<file path="config.mk">
export PLATFORM = sky130hd
export DESIGN_NAME = lpd_decoder
export DESIGN_NICKNAME = d
export VERILOG_FILES = /design/src/hw/lpd_pkg.sv /design/src/hw/lpd_frame_check.sv /design/src/hw/lpd_decoder.sv
export VERILOG_INCLUDE_DIRS = /design/src /design/src/hw
export SDC_FILE = /design/constraint.sdc
export NUM_CORES = 1
export LEC_CHECK = 0
export ABC_CLOCK_PERIOD_IN_PS = 17900
export BUFFER_PORTS_ARGS = -buffer_cell sky130_fd_sc_hd__buf_4
export CAP_MARGIN = 20
export CORE_MARGIN = 2
export CORE_UTILIZATION = 40
export CTS_CLUSTER_SIZE = 40
export DETAILED_ROUTE_END_ITERATION = 10
export SLEW_MARGIN = 20
export SYNTH_ARGS = -nofsm -noshare
export SYNTH_HDL_FRONTEND = slang
export SYNTH_SLANG_ARGS = --single-unit
</file>
<file path="constraint.sdc">
create_clock -name pclk -period 17.9 [get_ports pclk]
set_input_delay 0.895 -clock pclk [delete_from_list [all_inputs] [get_ports pclk]]
set_output_delay 0.895 -clock pclk [all_outputs]
set_load 0.02 [all_outputs]
</file>
<file path="src/hw/lpd_regs.svh">
// lpd_regs.svh: offsets, field positions, reset values and frame codes
// of the position command decoder. assumes 32-bit apb words, 12-bit offsets.
`ifndef LPD_REGS_SVH
`define LPD_REGS_SVH

`define LPD_DIAG_ID 8'h3C
`define LPD_APP_MARKER 8'h80
`define LPD_CMD_MOVE 7'h0B
`define LPD_LEN_DIAG 4'h8
`define LPD_LEN_SHORT1 4'h2
`define LPD_LEN_SHORT2 4'h4
`define LPD_LEN_SHORT4 4'h8
`define LPD_LEN_PROFILE 4'h4
`define LPD_GRP_SHORT2 2'h2
`define LPD_GRP_SHORT4 2'h3

`define LPD_OFS_CTRL 12'h000
`define LPD_OFS_ID_SHORT1 12'h004
`define LPD_OFS_ID_SHORT2 12'h008
`define LPD_OFS_ID_SHORT4 12'h00C
`define LPD_OFS_ID_PROFILE 12'h010
`define LPD_OFS_STATUS 12'h014
`define LPD_OFS_PROFILE 12'h018
`define LPD_OFS_COUNTS 12'h01C

`define LPD_STATUS_NODE_LSB 16
`define LPD_COUNTS_DISC_LSB 8

`define LPD_RST_MS 2'h0
`define LPD_RST_ID_SHORT1 6'h01
`define LPD_RST_ID_SHORT2 6'h21
`define LPD_RST_ID_SHORT4 6'h31
`define LPD_RST_ID_PROFILE 6'h22

`endif

</file>
<file path="src/hw/lpd_pkg.sv">
// lpd_pkg: types shared by the position command decoder files.
// assumes nothing of its surroundings.
package lpd_pkg;
  typedef enum {LPD_ST_IDLE, LPD_ST_CHECK} lpd_state_t;
endpackage : lpd_pkg

</file>
<file path="src/hw/lpd_frame_check.sv">
// lpd_frame_check: identifier parity and classic data checksum of a frame.
// assumes the frame words are held stable by the caller; purely combinational.
`timescale 1ns/1ps
module lpd_frame_check (
  input wire logic [7:0] frame_id,
  input wire logic [3:0] frame_len,
  input wire logic [63:0] frame_data,
  input wire logic [7:0] frame_chk,
  output logic parity_ok,
  output logic sum_ok
);
  // eight-bit add with end-around carry
  function automatic logic [7:0] lpd_add_carry(input logic [7:0] a, input logic [7:0] b);
    logic [8:0] s;
    s = {1'b0, a} + {1'b0, b};
    return s[7:0] + {7'h00, s[8]};
  endfunction : lpd_add_carry

  logic [7:0] acc;
  logic p0;
  logic p1;

  always_comb begin
    acc = 8'h00;
    for (int i = 0; i < 8; i++) begin
      if (i < int'(frame_len)) begin
        acc = lpd_add_carry(acc, frame_data[8*i +: 8]);
      end
    end
    sum_ok = (~acc == frame_chk);
    p0 = frame_id[0] ^ frame_id[1] ^ frame_id[2] ^ frame_id[4];
    p1 = ~(frame_id[1] ^ frame_id[3] ^ frame_id[4] ^ frame_id[5]);
    parity_ok = (frame_id[6] == p0) && (frame_id[7] == p1);
  end
endmodule : lpd_frame_check

</file>
<file path="src/hw/lpd_decoder.sv">
// lpd_decoder: decodes received position write frames into a target and
// profile codes; apb slave for identifiers, resolution and status.
// assumes a frame receiver on pclk that presents whole frames, parity bits
// included, with a one-cycle frame_valid; straps come from pins.
//
// The placing of the registers and register access over APB were chosen for this implementation.
`timescale 1ns/1ps
`include "lpd_regs.svh"
module lpd_decoder (
  input wire logic pclk,
  input wire logic presetn,
  input wire logic psel,
  input wire logic penable,
  input wire logic pwrite,
  input wire logic [11:0] paddr,
  input wire logic [31:0] pwdata,
  output logic [31:0] prdata,
  output logic pready,
  output logic pslverr,
  input wire logic frame_valid,
  input wire logic [7:0] frame_id,
  input wire logic [3:0] frame_len,
  input wire logic [63:0] frame_data,
  input wire logic [7:0] frame_chk,
  output logic frame_ready,
  input wire logic [3:0] otp_node_number,
  input wire logic strap_pin_zero,
  input wire logic strap_pin_one,
  input wire logic strap_pin_two,
  input wire logic ignore_short,
  output logic [15:0] target_pos,
  output logic target_load,
  output logic profile_load,
  output logic [3:0] vmax_code,
  output logic [3:0] vmin_code,
  output logic [3:0] stall_threshold_code,
  output logic [3:0] acc_code
);
  // internal scale: microsteps, a half step being 2**microstep_resolution of them
  function automatic logic [15:0] lpd_scale(input logic [10:0] raw, input logic [1:0] ms);
    logic signed [15:0] v;
    v = {{5{raw[10]}}, raw};
    return 16'(v <<< ms);
  endfunction : lpd_scale

  logic [2:0] strap_s1_ff;
  logic [2:0] strap_s2_ff;
  lpd_pkg::lpd_state_t state_ff, nxt_state;
  logic [7:0] id_ff, nxt_id;
  logic [3:0] len_ff, nxt_len;
  logic [63:0] data_ff, nxt_data;
  logic [7:0] chk_ff, nxt_chk;
  logic frame_ready_ff, nxt_frame_ready;
  logic [15:0] target_ff, nxt_target;
  logic target_load_ff, nxt_target_load;
  logic profile_load_ff, nxt_profile_load;
  logic [15:0] codes_ff, nxt_codes;
  logic [7:0] accept_cnt_ff, nxt_accept_cnt;
  logic [7:0] discard_cnt_ff, nxt_discard_cnt;
  logic [1:0] microstep_resolution_ff, nxt_microstep_resolution;
  logic [5:0] id_short1_ff, nxt_id_short1;
  logic [5:0] id_short2_ff, nxt_id_short2;
  logic [5:0] id_short4_ff, nxt_id_short4;
  logic [5:0] id_profile_ff, nxt_id_profile;
  logic [31:0] prdata_ff, nxt_prdata;
  logic pready_ff, nxt_pready;
  logic pslverr_ff, nxt_pslverr;

  logic parity_ok;
  logic sum_ok;
  logic [7:0] b [1:8];
  logic [6:0] phys;
  logic diag_frame, diag_m1, diag_m2, dyn_frame;
  logic short1_frame, short2_frame, short4_frame, short_frame, profile_frame;
  logic short_hit, decode_ok;
  logic [10:0] short_raw;
  logic [15:0] short_target;

  lpd_frame_check u_check (
    .frame_id(id_ff),
    .frame_len(len_ff),
    .frame_data(data_ff),
    .frame_chk(chk_ff),
    .parity_ok(parity_ok),
    .sum_ok(sum_ok)
  );

  // straps are pins: two flops before anything looks at them
  always_ff @(posedge pclk or negedge presetn) begin
    if (!presetn) begin
      strap_s1_ff <= 3'h0;
      strap_s2_ff <= 3'h0;
    end else begin
      strap_s1_ff <= {strap_pin_two, strap_pin_one, strap_pin_zero};
      strap_s2_ff <= strap_s1_ff;
    end
  end

  always_comb begin
    for (int i = 1; i <= 8; i++) begin
      b[i] = data_ff[8*i-1 -: 8];
    end
    phys = {strap_s2_ff, otp_node_number};
    diag_frame = (id_ff == `LPD_DIAG_ID) && (len_ff == `LPD_LEN_DIAG)
      && (b[1] == `LPD_APP_MARKER) && (b[2] == {1'b1, `LPD_CMD_MOVE})
      && b[3][7] && b[6][7];
    diag_m1 = (b[3][6:0] == phys);
    diag_m2 = (b[6][6:0] == phys);
    dyn_frame = (id_ff != `LPD_DIAG_ID);
    // the profile identifier is matched as it sits on the wire
    profile_frame = dyn_frame && (id_ff[5:0] == id_profile_ff)
      && (id_ff[5:4] == `LPD_GRP_SHORT2) && (len_ff == `LPD_LEN_PROFILE);
    short1_frame = dyn_frame && !id_ff[5] && (id_ff[5:0] == id_short1_ff)
      && (len_ff == `LPD_LEN_SHORT1);
    short2_frame = dyn_frame && !profile_frame && (id_ff[5:0] == id_short2_ff)
      && (id_ff[5:4] == `LPD_GRP_SHORT2) && (len_ff == `LPD_LEN_SHORT2);
    short4_frame = dyn_frame && (id_ff[5:0] == id_short4_ff)
      && (id_ff[5:4] == `LPD_GRP_SHORT4) && (len_ff == `LPD_LEN_SHORT4);
    short_frame = short1_frame || short2_frame || short4_frame;
    short_hit = 1'b0;
    short_raw = 11'h000;
    if (short1_frame) begin
      short_hit = !b[1][4] || (b[1][3:0] == phys[3:0]);
      short_raw = {b[1][7:5], b[2]};
    end else if (short2_frame || short4_frame) begin
      // first pair carrying our node wins; pairs need the fixed one in bit 4
      for (int p = 0; p < 4; p++) begin
        if ((p < 2 || short4_frame) && !short_hit && b[2*p+1][4]
            && (b[2*p+1][3:0] == phys[3:0])) begin
          short_hit = 1'b1;
          short_raw = {b[2*p+1][7:5], b[2*p+2]};
        end
      end
    end
    short_target = lpd_scale(short_raw, microstep_resolution_ff);
    decode_ok = sum_ok && (!dyn_frame || parity_ok);
  end

  always_comb begin
    nxt_state = state_ff;
    nxt_id = id_ff;
    nxt_len = len_ff;
    nxt_data = data_ff;
    nxt_chk = chk_ff;
    nxt_target = target_ff;
    nxt_target_load = 1'b0;
    nxt_profile_load = 1'b0;
    nxt_codes = codes_ff;
    nxt_accept_cnt = accept_cnt_ff;
    nxt_discard_cnt = discard_cnt_ff;
    case (state_ff)
      lpd_pkg::LPD_ST_IDLE: begin
        if (frame_valid && frame_ready_ff) begin
          nxt_id = frame_id;
          nxt_len = frame_len;
          nxt_data = frame_data;
          nxt_chk = frame_chk;
          nxt_state = lpd_pkg::LPD_ST_CHECK;
        end
      end
      lpd_pkg::LPD_ST_CHECK: begin
        nxt_state = lpd_pkg::LPD_ST_IDLE;
        if (!decode_ok) begin
          nxt_discard_cnt = discard_cnt_ff + 8'h01;
        end else if (diag_frame && (diag_m1 || diag_m2)) begin
          nxt_target = diag_m1 ? {b[4], b[5]} : {b[7], b[8]};
          nxt_target_load = 1'b1;
          nxt_accept_cnt = accept_cnt_ff + 8'h01;
        end else if (profile_frame) begin
          nxt_target = {b[1], b[2]};
          nxt_codes = {b[3], b[4]};
          nxt_target_load = 1'b1;
          nxt_profile_load = 1'b1;
          nxt_accept_cnt = accept_cnt_ff + 8'h01;
        end else if (short_frame && short_hit && !ignore_short) begin
          nxt_target = short_target;
          nxt_target_load = 1'b1;
          nxt_accept_cnt = accept_cnt_ff + 8'h01;
        end else if (diag_frame || short_frame) begin
          nxt_discard_cnt = discard_cnt_ff + 8'h01;
        end
      end
      default: nxt_state = lpd_pkg::LPD_ST_IDLE;
    endcase
    nxt_frame_ready = (nxt_state == lpd_pkg::LPD_ST_IDLE);
  end

  always_ff @(posedge pclk or negedge presetn) begin
    if (!presetn) begin
      state_ff <= lpd_pkg::LPD_ST_IDLE;
      id_ff <= 8'h00;
      len_ff <= 4'h0;
      data_ff <= 64'h0000000000000000;
      chk_ff <= 8'h00;
      frame_ready_ff <= 1'b0;
      target_ff <= 16'h0000;
      target_load_ff <= 1'b0;
      profile_load_ff <= 1'b0;
      codes_ff <= 16'h0000;
      accept_cnt_ff <= 8'h00;
      discard_cnt_ff <= 8'h00;
    end else begin
      state_ff <= nxt_state;
      id_ff <= nxt_id;
      len_ff <= nxt_len;
      data_ff <= nxt_data;
      chk_ff <= nxt_chk;
      frame_ready_ff <= nxt_frame_ready;
      target_ff <= nxt_target;
      target_load_ff <= nxt_target_load;
      profile_load_ff <= nxt_profile_load;
      codes_ff <= nxt_codes;
      accept_cnt_ff <= nxt_accept_cnt;
      discard_cnt_ff <= nxt_discard_cnt;
    end
  end

  // apb: one wait state, answer registered; writes land on the pready edge
  always_comb begin
    nxt_microstep_resolution = microstep_resolution_ff;
    nxt_id_short1 = id_short1_ff;
    nxt_id_short2 = id_short2_ff;
    nxt_id_short4 = id_short4_ff;
    nxt_id_profile = id_profile_ff;
    nxt_pready = psel && penable && !pready_ff;
    nxt_prdata = 32'h00000000;
    nxt_pslverr = 1'b0;
    if (nxt_pready) begin
      case (paddr)
        `LPD_OFS_CTRL: nxt_prdata = {30'h00000000, microstep_resolution_ff};
        `LPD_OFS_ID_SHORT1: nxt_prdata = {26'h0000000, id_short1_ff};
        `LPD_OFS_ID_SHORT2: nxt_prdata = {26'h0000000, id_short2_ff};
        `LPD_OFS_ID_SHORT4: nxt_prdata = {26'h0000000, id_short4_ff};
        `LPD_OFS_ID_PROFILE: nxt_prdata = {26'h0000000, id_profile_ff};
        `LPD_OFS_STATUS: begin
          nxt_prdata = {16'h0000, target_ff};
          nxt_prdata[`LPD_STATUS_NODE_LSB +: 7] = phys;
        end
        `LPD_OFS_PROFILE: nxt_prdata = {16'h0000, codes_ff};
        `LPD_OFS_COUNTS: begin
          nxt_prdata = {24'h000000, accept_cnt_ff};
          nxt_prdata[`LPD_COUNTS_DISC_LSB +: 8] = discard_cnt_ff;
        end
        default: nxt_pslverr = 1'b1;
      endcase
    end
    if (psel && penable && pready_ff && pwrite) begin
      case (paddr)
        `LPD_OFS_CTRL: nxt_microstep_resolution = pwdata[1:0];
        `LPD_OFS_ID_SHORT1: nxt_id_short1 = pwdata[5:0];
        `LPD_OFS_ID_SHORT2: nxt_id_short2 = pwdata[5:0];
        `LPD_OFS_ID_SHORT4: nxt_id_short4 = pwdata[5:0];
        `LPD_OFS_ID_PROFILE: nxt_id_profile = pwdata[5:0];
        default: nxt_microstep_resolution = microstep_resolution_ff;
      endcase
    end
  end

  always_ff @(posedge pclk or negedge presetn) begin
    if (!presetn) begin
      microstep_resolution_ff <= `LPD_RST_MS;
      id_short1_ff <= `LPD_RST_ID_SHORT1;
      id_short2_ff <= `LPD_RST_ID_SHORT2;
      id_short4_ff <= `LPD_RST_ID_SHORT4;
      id_profile_ff <= `LPD_RST_ID_PROFILE;
      prdata_ff <= 32'h00000000;
      pready_ff <= 1'b0;
      pslverr_ff <= 1'b0;
    end else begin
      microstep_resolution_ff <= nxt_microstep_resolution;
      id_short1_ff <= nxt_id_short1;
      id_short2_ff <= nxt_id_short2;
      id_short4_ff <= nxt_id_short4;
      id_profile_ff <= nxt_id_profile;
      prdata_ff <= nxt_prdata;
      pready_ff <= nxt_pready;
      pslverr_ff <= nxt_pslverr;
    end
  end

  assign prdata = prdata_ff;
  assign pready = pready_ff;
  assign pslverr = pslverr_ff;
  assign frame_ready = frame_ready_ff;
  assign target_pos = target_ff;
  assign target_load = target_load_ff;
  assign profile_load = profile_load_ff;
  assign {vmax_code, vmin_code, stall_threshold_code, acc_code} = codes_ff;

  wire in_check = (state_ff == lpd_pkg::LPD_ST_CHECK);
endmodule : lpd_decoder

</file>
# Yosys cells after proc, flatten, opt, wreduce, memory -nomap -nowiden
# Index checks and enable logic that the tools add are counted.
# word_totals
ff_bits,233
elab_cells,210
# classes
n_addsub,16
order_cmp,8
n_eq_ne,34
n_shift,1
n_mux,53
bitwise_logic,9
reduce_logical,67
# op_table
cell,count
$pmux W23 S8,1
$mux W8,16
$mux W32,3
$mux W11,6
$logic_not A32 Y1,2
$mux W16,4
$add A8 B8 Y9,7
$add A8 B1 Y8,7
$eq A12 B5 Y1 const B,4
$logic_and A1 B1 Y1,37
$eq A32 B1 Y1 const B,1
$eq A12 B4 Y1 const B,2
$eq A6 B6 Y1,4
$mux W1,23
$add A8 B1 Y8 const B,2
$eq A4 B4 Y1,4
$eq A8 B8 Y1 const B,2
$lt A3 B4 Y1 const A,4
$sshl A11 B2 Y16,1
$eq A7 B7 Y1,2
$eq A12 B3 Y1 const B,1
$logic_not A12 Y1,1
$reduce_and A2 Y1,6
$logic_not A1 Y1,9
21 further kinds,39

# Longest topological paths before layout
# Gate-level depths: netlist (run 1).
# depth
word_depth,39
depth_mapped,100

# Cells and area by module
# From an unflattened synthesis (run 1), not the netlist that was laid out.
# unflattened
hier_cells,1627
hier_area_um2,15591.2
# by_module_without_submodules
module,instances,cells_per_inst,area_per_inst_um2,seq_area_each_um2
lpd_decoder,1,936,10576.4,5615.4
lpd_frame_check,1,691,5014.8,0.0

# Least setup slack after synthesis (run 1)
# OpenSTA, ideal clock, no wires.
# synth_path
path_kind,register -> register
start,register len_ff[0]
end,register accept_cnt_ff[1]
setup_time_ns,0.125
t_arrival_ns,18.046
t_required_ns,17.775
setup_slack_ns,-0.271
stages_incl_launch_ff,93
n_path_buf,3
period_less_slack_ns,18.171
path_cell_list,dfrtp_1 or4_1 clkbuf_1 and2_1 ha_1 inv_1 fa_1 inv_1 o2111ai_1 a21oi_1 nor2_1 nor2_1 o21a_1 o21ai_0 nand2b_1 ha_1 ha_1 and2_1 [... 57 more ...] nand2b_1 a21o_1 o21ai_0 a21o_1 a21o_1 ha_1 and3_1 nor4b_1 o2111ai_1 nand3_1 a21oi_1 or4_1 o221ai_2 nand4_1 or2_1 buf_6 buf_6 mux2_4
# synth_via
elab_chain_cells,27
word_cells_on_any_way,72
classes_between,14 x add/sub; 8 x order compare; 4 x eq/ne; 16 x mux; 1 x bitwise; 29 x reduce/logical
# synth_rtl
element,line,rtl
start: declaration,lpd_decoder.sv:50,"logic [3:0] len_ff, nxt_len;"
start signal: assignment,lpd_decoder.sv:205,len_ff <= nxt_len;
$lt A1 B4 Y1,lpd_frame_check.sv:26,if (i < int'(frame_len)) begin
$mux W8,lpd_frame_check.sv:26,
$add A8 B8 Y9,lpd_frame_check.sv:15,"s = {1'b0, a} + {1'b0, b};"
$add A8 B1 Y8,lpd_frame_check.sv:16,"return s[7:0] + {7'h00, s[8]};"
$mux W8,lpd_frame_check.sv:26,
$add A8 B8 Y9,lpd_frame_check.sv:15,
$add A8 B1 Y8,lpd_frame_check.sv:16,
$mux W8,lpd_frame_check.sv:26,
[... 11 more ...],-,
$mux W8,lpd_frame_check.sv:26,
$add A8 B8 Y9,lpd_frame_check.sv:15,
$add A8 B1 Y8,lpd_frame_check.sv:16,
$mux W8,lpd_frame_check.sv:26,
$not A8 Y8,lpd_frame_check.sv:30,sum_ok = (~acc == frame_chk);
$eq A8 B8 Y1,lpd_frame_check.sv:30,
$logic_and A1 B1 Y1,lpd_decoder.sv:136,decode_ok = sum_ok && (!dyn_frame || parity_ok);
$reduce_and A3 Y1 (no line),-,
end signal: assignment,lpd_decoder.sv:213,accept_cnt_ff <= nxt_accept_cnt;
end: declaration,lpd_decoder.sv:58,"logic [7:0] accept_cnt_ff, nxt_accept_cnt;"
# Several ways; a longest one is shown, not always the timed one. The select of a mux whose other input is x is not followed.
# A chain may end at the register's enable or synchronous reset.

# Worst setup path in the final report (run 1)
# layout_path
start,register len_ff[2]
end,register accept_cnt_ff[1]
# Same word-level chain as after synthesis.

==> results.txt, run 1 <==
Comb power frac - 3.9%
initial antenna violation count - 1
core area - 37800 um2
Post-synth top cells - dfrtp_1, mux2_2, nor2_1, nand2_1, ha_1
Critical Path Start Type - flip-flop
synth top area cells - dfrtp_1, mux2_2, ha_1, xnor2_1, xor2_1
sequential power share - 48.4%
r2r startpoint - len_ff[2]$_DFFE_PN0P_
fill count - 3292
H-Tree Depth - 1
Final WS setup - 0.454 ns
final core utilization - 57.3%
Worst R2R Path Depth - 100
Yosys Warn Count - 0
global-route wire length before repair - 84.4 mm
Antenna Cells - 0
Post-synth EDFFs - 0
layout overhead on the synthesized area - 40.8%
peak supply drop - 0.0000581 V
count of cell types in the netlist - 89
pwr dens - 49.1 nW/um2
Crit Path Max Fanout - 6
final setup fails - 0
clock buffer depth - 3
GRT Total Usage - 27.4%
IO Port Bufs - 175
Die Area - 40000 um2
Crit. End Element - flip-flop
syn avg cell area - 10.0 um2
# clock sinks - 224
Congestion Overflow GR - 0
die width - 200 um
cell area after synthesis - 15400 um2
RePlAce Congestion - 0.985
Pre-antenna DRT Iters - 6
clock slew at reported path FFs - 0.06 ns
Final min period - 17.45 ns
Sw Ratio - 22.8%
CP Class - flip-flop to flip-flop
Synth Instances - 1532
HP Start - strap_s1_ff[0]$_DFF_PN0_
Clock Tree Root - clkbuf_16
RSZ-0062 raised after global routing - yes
share of the synthesized area in the top cell type - 35.2%
R2R Setup Slk - 0.45 ns
DP Wirelength - 42.9 mm
ys flop type - dfrtp_1
Routed Antenna Nets - 0
initial DRC count - 1167
nets - 2257
most common cell in the netlist - dfrtp_1
number of global-route vias before repair - 14275
I/O Pins - 211
Most common cell on crit path - ha_4
# rows - 71
FF-to-FF End - accept_cnt_ff[1]$_DFFE_PN0P_
TritonCTS clock tree - yes
total vias in the final route - 14707
Hold Crit Depth - 0
Post-Place Setup Slack - -0.651 ns
hold_buf cts - 0
Lkg Pwr - 10.1 nW
f_max - 57.3 MHz
Starting Density - 40.7%
final wirelength - 56.0 mm
Worst Max-Slew Pin Slew - 1.10 ns
Slew HR - 25.9%
worst skew pair latency - 0.56 ns
DRC viols - 0
clk_skew - 0.0260 ns
layout cells sized above 1 - 42.7%
clock network power share - 47.7%
net switching power - 0.000242 W
post-synthesis sequential element count - 224
Die Y - 200 um
Crit path required time - 18.32 ns
Slowest cell on crit path - or4_4
status - finished clean
Seq/Total Area, Yosys - 36.6%
Max Slew Vio Count - 0
largest net degree at the start of global routing - 110
WHS Endpoint - strap_s2_ff[0]$_DFF_PN0_
max-cap viol count - 0
Synth async-reset ratio - 100%
CP peak stage delay - 0.55 ns
final hold vios - 0
critical path data arrival time - 17.87 ns
Worst Hold Class - flip-flop to flip-flop
cell taking the most area after synthesis - dfrtp_1
fin crit share - 97.5%
Num CTS Buffers - 25
DR vias/cell - 5.74
P_int - 0.000819 W
WL/cell - 21.8 um
cell families after synthesis:
group           synth area share [%]
mux                             12.7
xor+xnor                        8.02
buf+inv                         3.22
fa+ha+maj                       6.94
simple gates                    16.1
flops                           36.6
compound gates                  16.4
other cells                   0.0244
routing by layer:
layer | global-route usage [%] | routed length, um
met2 | 45.1 | 26400
met4 | 8.40 | 1970
met3 | 3.78 | 4150
met1 | 37.5 | 23500
met5 | 0 | 13
power groups by stage:
stage / Clock [W] / Combinational [W] / Sequential, W
final: 0.000507 / 0.0000411 / 0.000513
after floorplan: 0 / 0.00000868 / 0.000522
after detailed placement: 0 / 0.0000417 / 0.000523
after global routing: 0.000537 / 0.0000456 / 0.000513
after CTS: 0.000518 / 0.0000418 / 0.000513
after global placement: 0 / 0.0000412 / 0.000522
cell usage in the layout, fill, tap and decap left out, drive strengths merged, types with 13 or more instances in the layout:
| master | instances |
|---|---|
| buf | 512 |
| dfrtp | 216 |
| mux2 | 141 |
| nor2 | 106 |
| nand2 | 87 |
| ha | 74 |
| o21ai | 71 |
| xnor2 | 62 |
| xor2 | 55 |
| a21oi | 54 |
| conb | 40 |
| nand3 | 40 |
| clkbuf | 36 |
| inv | 35 |
| a22oi | 34 |
| mux2i | 30 |
| nor4 | 30 |
| and3 | 28 |
| nor3 | 28 |
| nand4 | 25 |
| and2 | 23 |
| a21o | 17 |
| a211oi | 16 |
| or2 | 16 |
| o211ai | 15 |
| nand2b | 15 |
| a222oi | 14 |
| a32oi | 14 |
| or3 | 14 |
| o2111ai | 13 |
flip-flops by register name (all words and copies together), names as in the netlist, 4 cells and up:
name and cells:
data_ff 64, state_ff 32, prdata 23, codes_ff 16, target_pos 16, accept_cnt_ff 8
chk_ff 8, discard_cnt_ff 8, id_ff 8, id_profile_ff 6, id_short1_ff 6, id_short2_ff 6
id_short4_ff 6, len_ff 4
how the worst max path moves through the flow:
stage,slack (ns),start,cells after the start,end
floorplan,0.04,len_ff[0]$_DFFE_PN0P_,92,accept_cnt_ff[1]$_DFFE_PN0P_
global placement,-0.40,len_ff[2]$_DFFE_PN0P_,93,accept_cnt_ff[3]$_DFFE_PN0P_
detailed placement,-0.65,len_ff[0]$_DFFE_PN0P_,94,target_pos[15]$_DFFE_PN0P_
CTS,0.003,len_ff[0]$_DFFE_PN0P_,91,codes_ff[9]$_DFFE_PN0P_
global route,-0.37,len_ff[1]$_DFFE_PN0P_,99,accept_cnt_ff[1]$_DFFE_PN0P_
finish,0.45,len_ff[2]$_DFFE_PN0P_,100,accept_cnt_ff[1]$_DFFE_PN0P_
worst max-delay path, delay by kind of cell (launching register included):
family | cells | cell delay [ns]
buffers and inverters | 12 | 1.53
xor gates and xnor gates | 7 | 1.34
and+or+nand+nor | 28 | 5.29
AOI/OAI and AO/OA | 32 | 4.10
DFF | 1 | 0.42
muxes | 3 | 0.91
adders and majority gates | 18 | 3.67
layout make-up:
class                   count  area, um2  share of cell area [%]
clock buffers              35        703                    3.25
repair buffers            513       3930                    18.2
inverters                  34        128                   0.590
well taps                 511        639                    2.96
flip-flops and latches    224       5620                    26.0
multi-input cells        1236      10500                    48.6
clock inverters            10       92.6                   0.428
stage by stage:
| step | setup TNS (ns) | power, W | cells | hold WS [ns] | instance area (um2) |
|---|---|---|---|---|---|
| floorplan | 0 | 0.000530 | 1571 | 0.331 | 15500 |
| global placement | -14.58 | 0.000564 | 2475 | 0.336 | 19400 |
| detailed placement | -27.56 | 0.000564 | 2476 | 0.340 | 19400 |
| CTS | 0 | 0.00107 | 2536 | 0.353 | 20500 |
| global route | -14.42 | 0.00110 | 2563 | 0.355 | 21600 |
| finish | 0 | 0.00106 | 2563 | 0.355 | 21600 |
what timing repair did:
action | CTS | global route
pin swaps | 40 | 113
setup buffers | 15 | 28
resized for setup | 52 | 167
endpoints found under the setup margin | 50 | 50
gates cloned | 1 | 2
Note: power is estimated with default switching activity, not from simulation.
==> inputs of run 2 (changes only) <==
CORE_ASPECT_RATIO = 1.5   (was unset)
==> results.txt, run 2 (synthesis gave the netlist of run 1 again) <==
Critical Path Start Type - flip-flop
Crit Path Max Fanout - 8
sequential power share - 49.0%
Final WS setup - -0.271 ns
met1 WL - 22.0 mm
die width - 164 um
layout overhead on the synthesized area - 42.5%
layout cells sized above 1 - 43.8%
Final min period - 18.17 ns
top sig layer - met4
critical path data arrival time - 18.60 ns
initial DRC count - 1460
DP Wirelength - 43.1 mm
clock slew at reported path FFs - 0.06 ns
total vias in the final route - 15082
GRT Total Usage - 27.9%
RSZ-0062 raised after global routing - yes
I/O Pins - 211
Worst Max-Slew Pin Slew - 1.21 ns
Worst Hold Class - flip-flop to flip-flop
Crit. End Element - flip-flop
Layout Cells excl Fill - 2578
Die Y - 244 um
RePlAce Congestion - 0.973
Lkg Pwr - 10.3 nW
# clock sinks - 224
f_max - 55.0 MHz
commonest non-fill, non-tap cells in the layout - buf_4, dfrtp_1, mux2_2, nor2_1, nand2_1
final setup fails - 48
Max Slew Vio Count - 0
fin crit share - 102%
hold_buf cts - 0
Slew HR - 18.1%
TritonCTS clock tree - yes
Congestion Overflow GR - 0
final instance area - 21900 um2
P_int - 0.000812 W
largest net degree at the start of global routing - 106
# rows - 87
met3 wire length - 3.34 mm
Comb power frac - 3.9%
Sw Ratio - 22.3%
net switching power - 0.000233 W
H-Tree Depth - 1
Power Total - 0.00105 W
pwr dens - 47.8 nW/um2
met2 wire len - 28.3 mm
commonest non-fill, non-tap cell in the layout - buf_4
max reg flops - 64
DR vias/cell - 5.85
status - complete, but fails checks
clock buffer depth - 3
register bank with the most flops - data_ff
core area - 37800 um2
dpl cell area - 19300 um2
number of global-route vias before repair - 15180
nets - 2295
Antenna Cells - 0
Clock Tree Root - clkbuf_16
Routed Antenna Nets - 0
final wirelength - 57.5 mm
Starting Density - 40.7%
violated checks - setup timing
Most common cell on crit path - buf_4
CP peak stage delay - 0.58 ns
DRC viols - 0
final hold vios - 0
Crit path required time - 18.33 ns
peak supply drop - 0.0000647 V
placed cell count - 2447
Pre-antenna DRT Iters - 6
worst skew pair latency - 0.55 ns
global-route wire length before repair - 86.1 mm
WL/cell - 22.3 um
CP Class - flip-flop to flip-flop
max-cap viol count - 0
Die Area - 40000 um2
clock network power share - 47.1%
Hold WS - 0.356 ns
initial antenna violation count - 1
clk_skew - 0.0165 ns
Slowest cell on crit path - or4_4
Num CTS Buffers - 23
IO Port Bufs - 175
## run 2: metal layers
layer	global-route usage, %	vias to the layer above
li1	-	6782
met1	33.3	7400
met2	48.9	674
met3	3.10	226
met4	14.7	0
met5	0	-
## run 2: layout make-up
| type | instances | area (um2) |
|---|---|---|
| Sequential cell | 224 | 5620 |
| Clock buffer | 34 | 647 |
| Inverter | 34 | 133 |
| Fill cell | 3244 | 15900 |
| Timing Repair Buffer | 555 | 4290 |
| Clock inverter | 8 | 116 |
| Multi-Input combinational cell | 1234 | 10500 |
| Tap cell | 489 | 612 |
## run 2: worst paths after layout
| check | startpoint | cells after the start | slack [ns] | end |
|---|---|---|---|---|
| hold reg to reg | strap_s1_ff[1]$_DFF_PN0_ | 0 | 0.36 | strap_s2_ff[1]$_DFF_PN0_ |
| setup reg to reg | len_ff[0]$_DFFE_PN0P_ | 103 | -0.27 | codes_ff[8]$_DFFE_PN0P_ |
| max in group asynchronous | presetn | 2 | 16.16 | prdata[15]$_DFF_PN0_ |
| hold / removal | strap_s1_ff[1]$_DFF_PN0_ | 0 | 0.36 | strap_s2_ff[1]$_DFF_PN0_ |
| min in group asynchronous | presetn | 1 | 0.37 | data_ff[15]$_DFFE_PN0P_ |
| setup / recovery | len_ff[0]$_DFFE_PN0P_ | 103 | -0.27 | codes_ff[8]$_DFFE_PN0P_ |
## run 2: critical path: cells and delay by family (launching register included)
kind / cells / cell delay (ns)
adder cells (fa/ha/maj): 12 / 2.61
AO/OA/AOI/OAI: 24 / 4.09
buffers and inverters: 43 / 5.41
flip-flops: 1 / 0.38
multiplexers: 1 / 0.29
AND/OR/NAND/NOR: 20 / 4.60
XOR/XNOR: 3 / 0.61
## run 2: timing repair
item | in CTS | in global routing
cloned | 1 | 1
setup endpoints to repair | 50 | 50
pin swaps | 29 | 111
setup buffers | 59 | 31
gates resized for setup | 71 | 156
## run 2: power by group through the flow
stage	clock (W)	sequential, W	combinational, W
2_1_floorplan	0	0.000522	0.00000868
3_3_place_gp	0	0.000522	0.0000406
3_5_place_dp	0	0.000522	0.0000413
4_1_cts	0.000505	0.000513	0.0000414
5_1_grt	0.000525	0.000513	0.0000454
6_report	0.000492	0.000513	0.0000406
## run 2: stage by stage
| step | setup TNS [ns] | util (%) | setup slack [ns] |
|---|---|---|---|
| after floorplan | 0 | - | 0.0372 |
| after CTS | 0 | 55.2 | 0.00590 |
| after detailed placement | -31.22 | 51.2 | -0.753 |
| after global routing | -48.01 | 58.0 | -1.08 |
| final | -8.68 | 58.0 | -0.271 |
| after global placement | -13.16 | 51.2 | -0.407 |
==> inputs of run 3 (changes only) <==
SYNTH_HIERARCHICAL = 1   (was unset)
==> results.txt, run 3 <==
pwr dens - 49.4 nW/um2
clk_skew - 0.0316 ns
Post-synth top cells - dfrtp_1, nand2_1, nor2_1, mux2_2, xnor2_1
ys flop type - dfrtp_1
Lkg Pwr - 10.4 nW
DR vias/cell - 5.69
largest net degree at the start of global routing - 81
max reg flops - 64
number of global-route vias before repair - 15239
fin crit share - 102%
Crit. End Element - flip-flop
initial antenna violation count - 0
layout cells sized above 1 - 40.0%
CP Class - flip-flop to flip-flop
net switching power - 0.000248 W
register bank with the most flops - data_ff
max-cap viol count - 0
core area - 38400 um2
Pre-antenna DRT Iters - 7
Crit Path Max Fanout - 8
peak supply drop - 0.0000689 V
final core utilization - 56.3%
clock slew at reported path FFs - 0.07 ns
TritonCTS clock tree - yes
final setup fails - 43
critical path data arrival time - 18.65 ns
share of the synthesized area in the top cell type - 34.7%
cell taking the most area after synthesis - dfrtp_1
Die Y - 246 um
# rows - 88
Slew HR - 28.2%
most common cell in the netlist - dfrtp_1
GRT Total Usage - 27.8%
I/O Pins - 211
die width - 165 um
Routed Antenna Nets - 0
f_max - 55.0 MHz
Antenna Cells - 0
r2r startpoint - len_ff[3]$_DFFE_PN0P_
initial DRC count - 1101
RSZ-0062 raised after global routing - yes
RePlAce Congestion - 1.01
final wirelength - 57.3 mm
syn avg cell area - 9.58 um2
Yosys Warn Count - 6
Final min period - 18.18 ns
Synth Instances - 1627
Clock Tree Root - clkbuf_16
Post-synth EDFFs - 0
count of cell types in the netlist - 104
final instance area - 21600 um2
CP peak stage delay - 0.59 ns
Crit path required time - 18.37 ns
Die Area - 40600 um2
P_int - 0.000822 W
total vias in the final route - 14936
final hold vios - 0
commonest non-fill, non-tap cells in the layout - buf_4, dfrtp_1, nand2_1, nor2_1, mux2_2
worst skew pair latency - 0.56 ns
fill count - 3414
DRC viols - 0
Most common cell on crit path - ha_4
clock buffer depth - 3
IO Port Bufs - 175
layout overhead on the synthesized area - 38.8%
Critical Path Start Type - flip-flop
area of the multi-input gates - 10600 um2
clock network power share - 47.9%
Slowest cell on crit path - or4_4
H-Tree Depth - 1
post-synthesis sequential element count - 224
Num CTS Buffers - 24
status - complete, but fails checks
violated checks - setup timing
Max Slew Vio Count - 0
TNS Setup - -4.80 ns
# clock sinks - 224
commonest non-fill, non-tap cell in the layout - buf_4
Worst Hold Class - input pin to asynchronous set/reset pin
Starting Density - 40.6%
Worst Max-Slew Pin Slew - 1.07 ns
synth top area cells - dfrtp_1, mux2_2, ha_1, xnor2_1, nand2_1
Final WS setup - -0.277 ns
Setup crit start - len_ff[3]$_DFFE_PN0P_
Sequential cell area - 5620 um2
WL/cell - 21.8 um
dpl cell area - 19400 um2
DP Wirelength - 45.1 mm
Sw Ratio - 23.2%
Power Total - 0.00107 W
Congestion Overflow GR - 0
cell area after synthesis - 15600 um2
Comb power frac - 4.1%
Seq/Total Area, Yosys - 36.0%
sequential power share - 48.0%
global-route wire length before repair - 85.9 mm
Synth async-reset ratio - 100%
nets - 2334
## run 3: logic make-up after synthesis
| kind of cell | after synthesis | share of synthesized area [%] |
|---|---|---|
| AOI/OAI and AO/OA | 353 | 16.3 |
| adders and majority gates | 81 | 6.83 |
| other | 1 | 0.0241 |
| and+or+nand+nor | 568 | 18.6 |
| muxes | 145 | 10.4 |
| DFF | 224 | 36.0 |
| xor gates and xnor gates | 130 | 8.26 |
| buffers and inverters | 125 | 3.60 |
## run 3: cell type report
class,instances,share of cell area [%]
Inverter,45,0.792
Multi-Input combinational cell,1317,49.0
Clock buffer,29,3.00
Timing Repair Buffer,500,17.7
Sequential cell,224,25.9
Clock inverter,14,0.728
Tap cell,495,2.86
## run 3: worst paths after layout
| check | endpoint | cells past startpoint | slack [ns] |
|---|---|---|---|
| setup / recovery | target_pos[3]$_DFFE_PN0P_ | 101 | -0.28 |
| hold / removal | state_ff[8]$_DFF_PN0_ | 1 | 0.28 |
| setup reg to reg | target_pos[3]$_DFFE_PN0P_ | 101 | -0.28 |
| hold reg to reg | strap_s2_ff[0]$_DFF_PN0_ | 0 | 0.35 |
| max in group asynchronous | codes_ff[0]$_DFFE_PN0P_ | 2 | 16.20 |
| min in group pclk | strap_s2_ff[0]$_DFF_PN0_ | 0 | 0.35 |
## run 3: worst max-delay path: cells and delay by family, from the launching register on
family,cells,cell delay [ns]
compound gates,32,5.62
xor+xnor,8,1.81
fa+ha+maj,19,4.16
buf+inv,8,0.82
flops,1,0.37
mux,1,0.20
simple gates,33,5.13
## run 3: repair_timing
item,4_1_cts,5_1_grt
gates resized for setup,94,106
hold buffers,0,0
setup buffers,25,32
endpoints found under the setup margin,50,50
pin swaps,51,103
cloned,0,1
## run 3: routing by layer
metal | track usage [%] | wire [um] | vias to the layer above
li1 | - | - | 6894
met1 | 29.2 | 20300 | 7324
met2 | 51.8 | 30300 | 520
met3 | 2.99 | 2500 | 198
met4 | 17.5 | 4190 | 0
met5 | 0 | 0 | -
## run 3: metrics by stage
| stage | hold WS, ns | setup WS (ns) | cells |
|---|---|---|---|
| 2_1_floorplan | 0.331 | 0.0146 | 1666 |
| 6_report | 0.279 | -0.277 | 2624 |
| 4_1_cts | 0.286 | 0.00412 | 2592 |
| 5_1_grt | 0.303 | -1.01 | 2624 |
| 3_3_place_gp | 0.336 | -0.885 | 2524 |
| 3_5_place_dp | 0.338 | -1.22 | 2524 |
## run 3: power groups by stage
stage	clock, W	sequential, W	combinational [W]
6_report	0.000513	0.000514	0.0000436
5_1_grt	0.000542	0.000514	0.0000480
4_1_cts	0.000522	0.000514	0.0000442
3_5_place_dp	0	0.000523	0.0000440
3_3_place_gp	0	0.000523	0.0000434
2_1_floorplan	0	0.000523	0.00000987
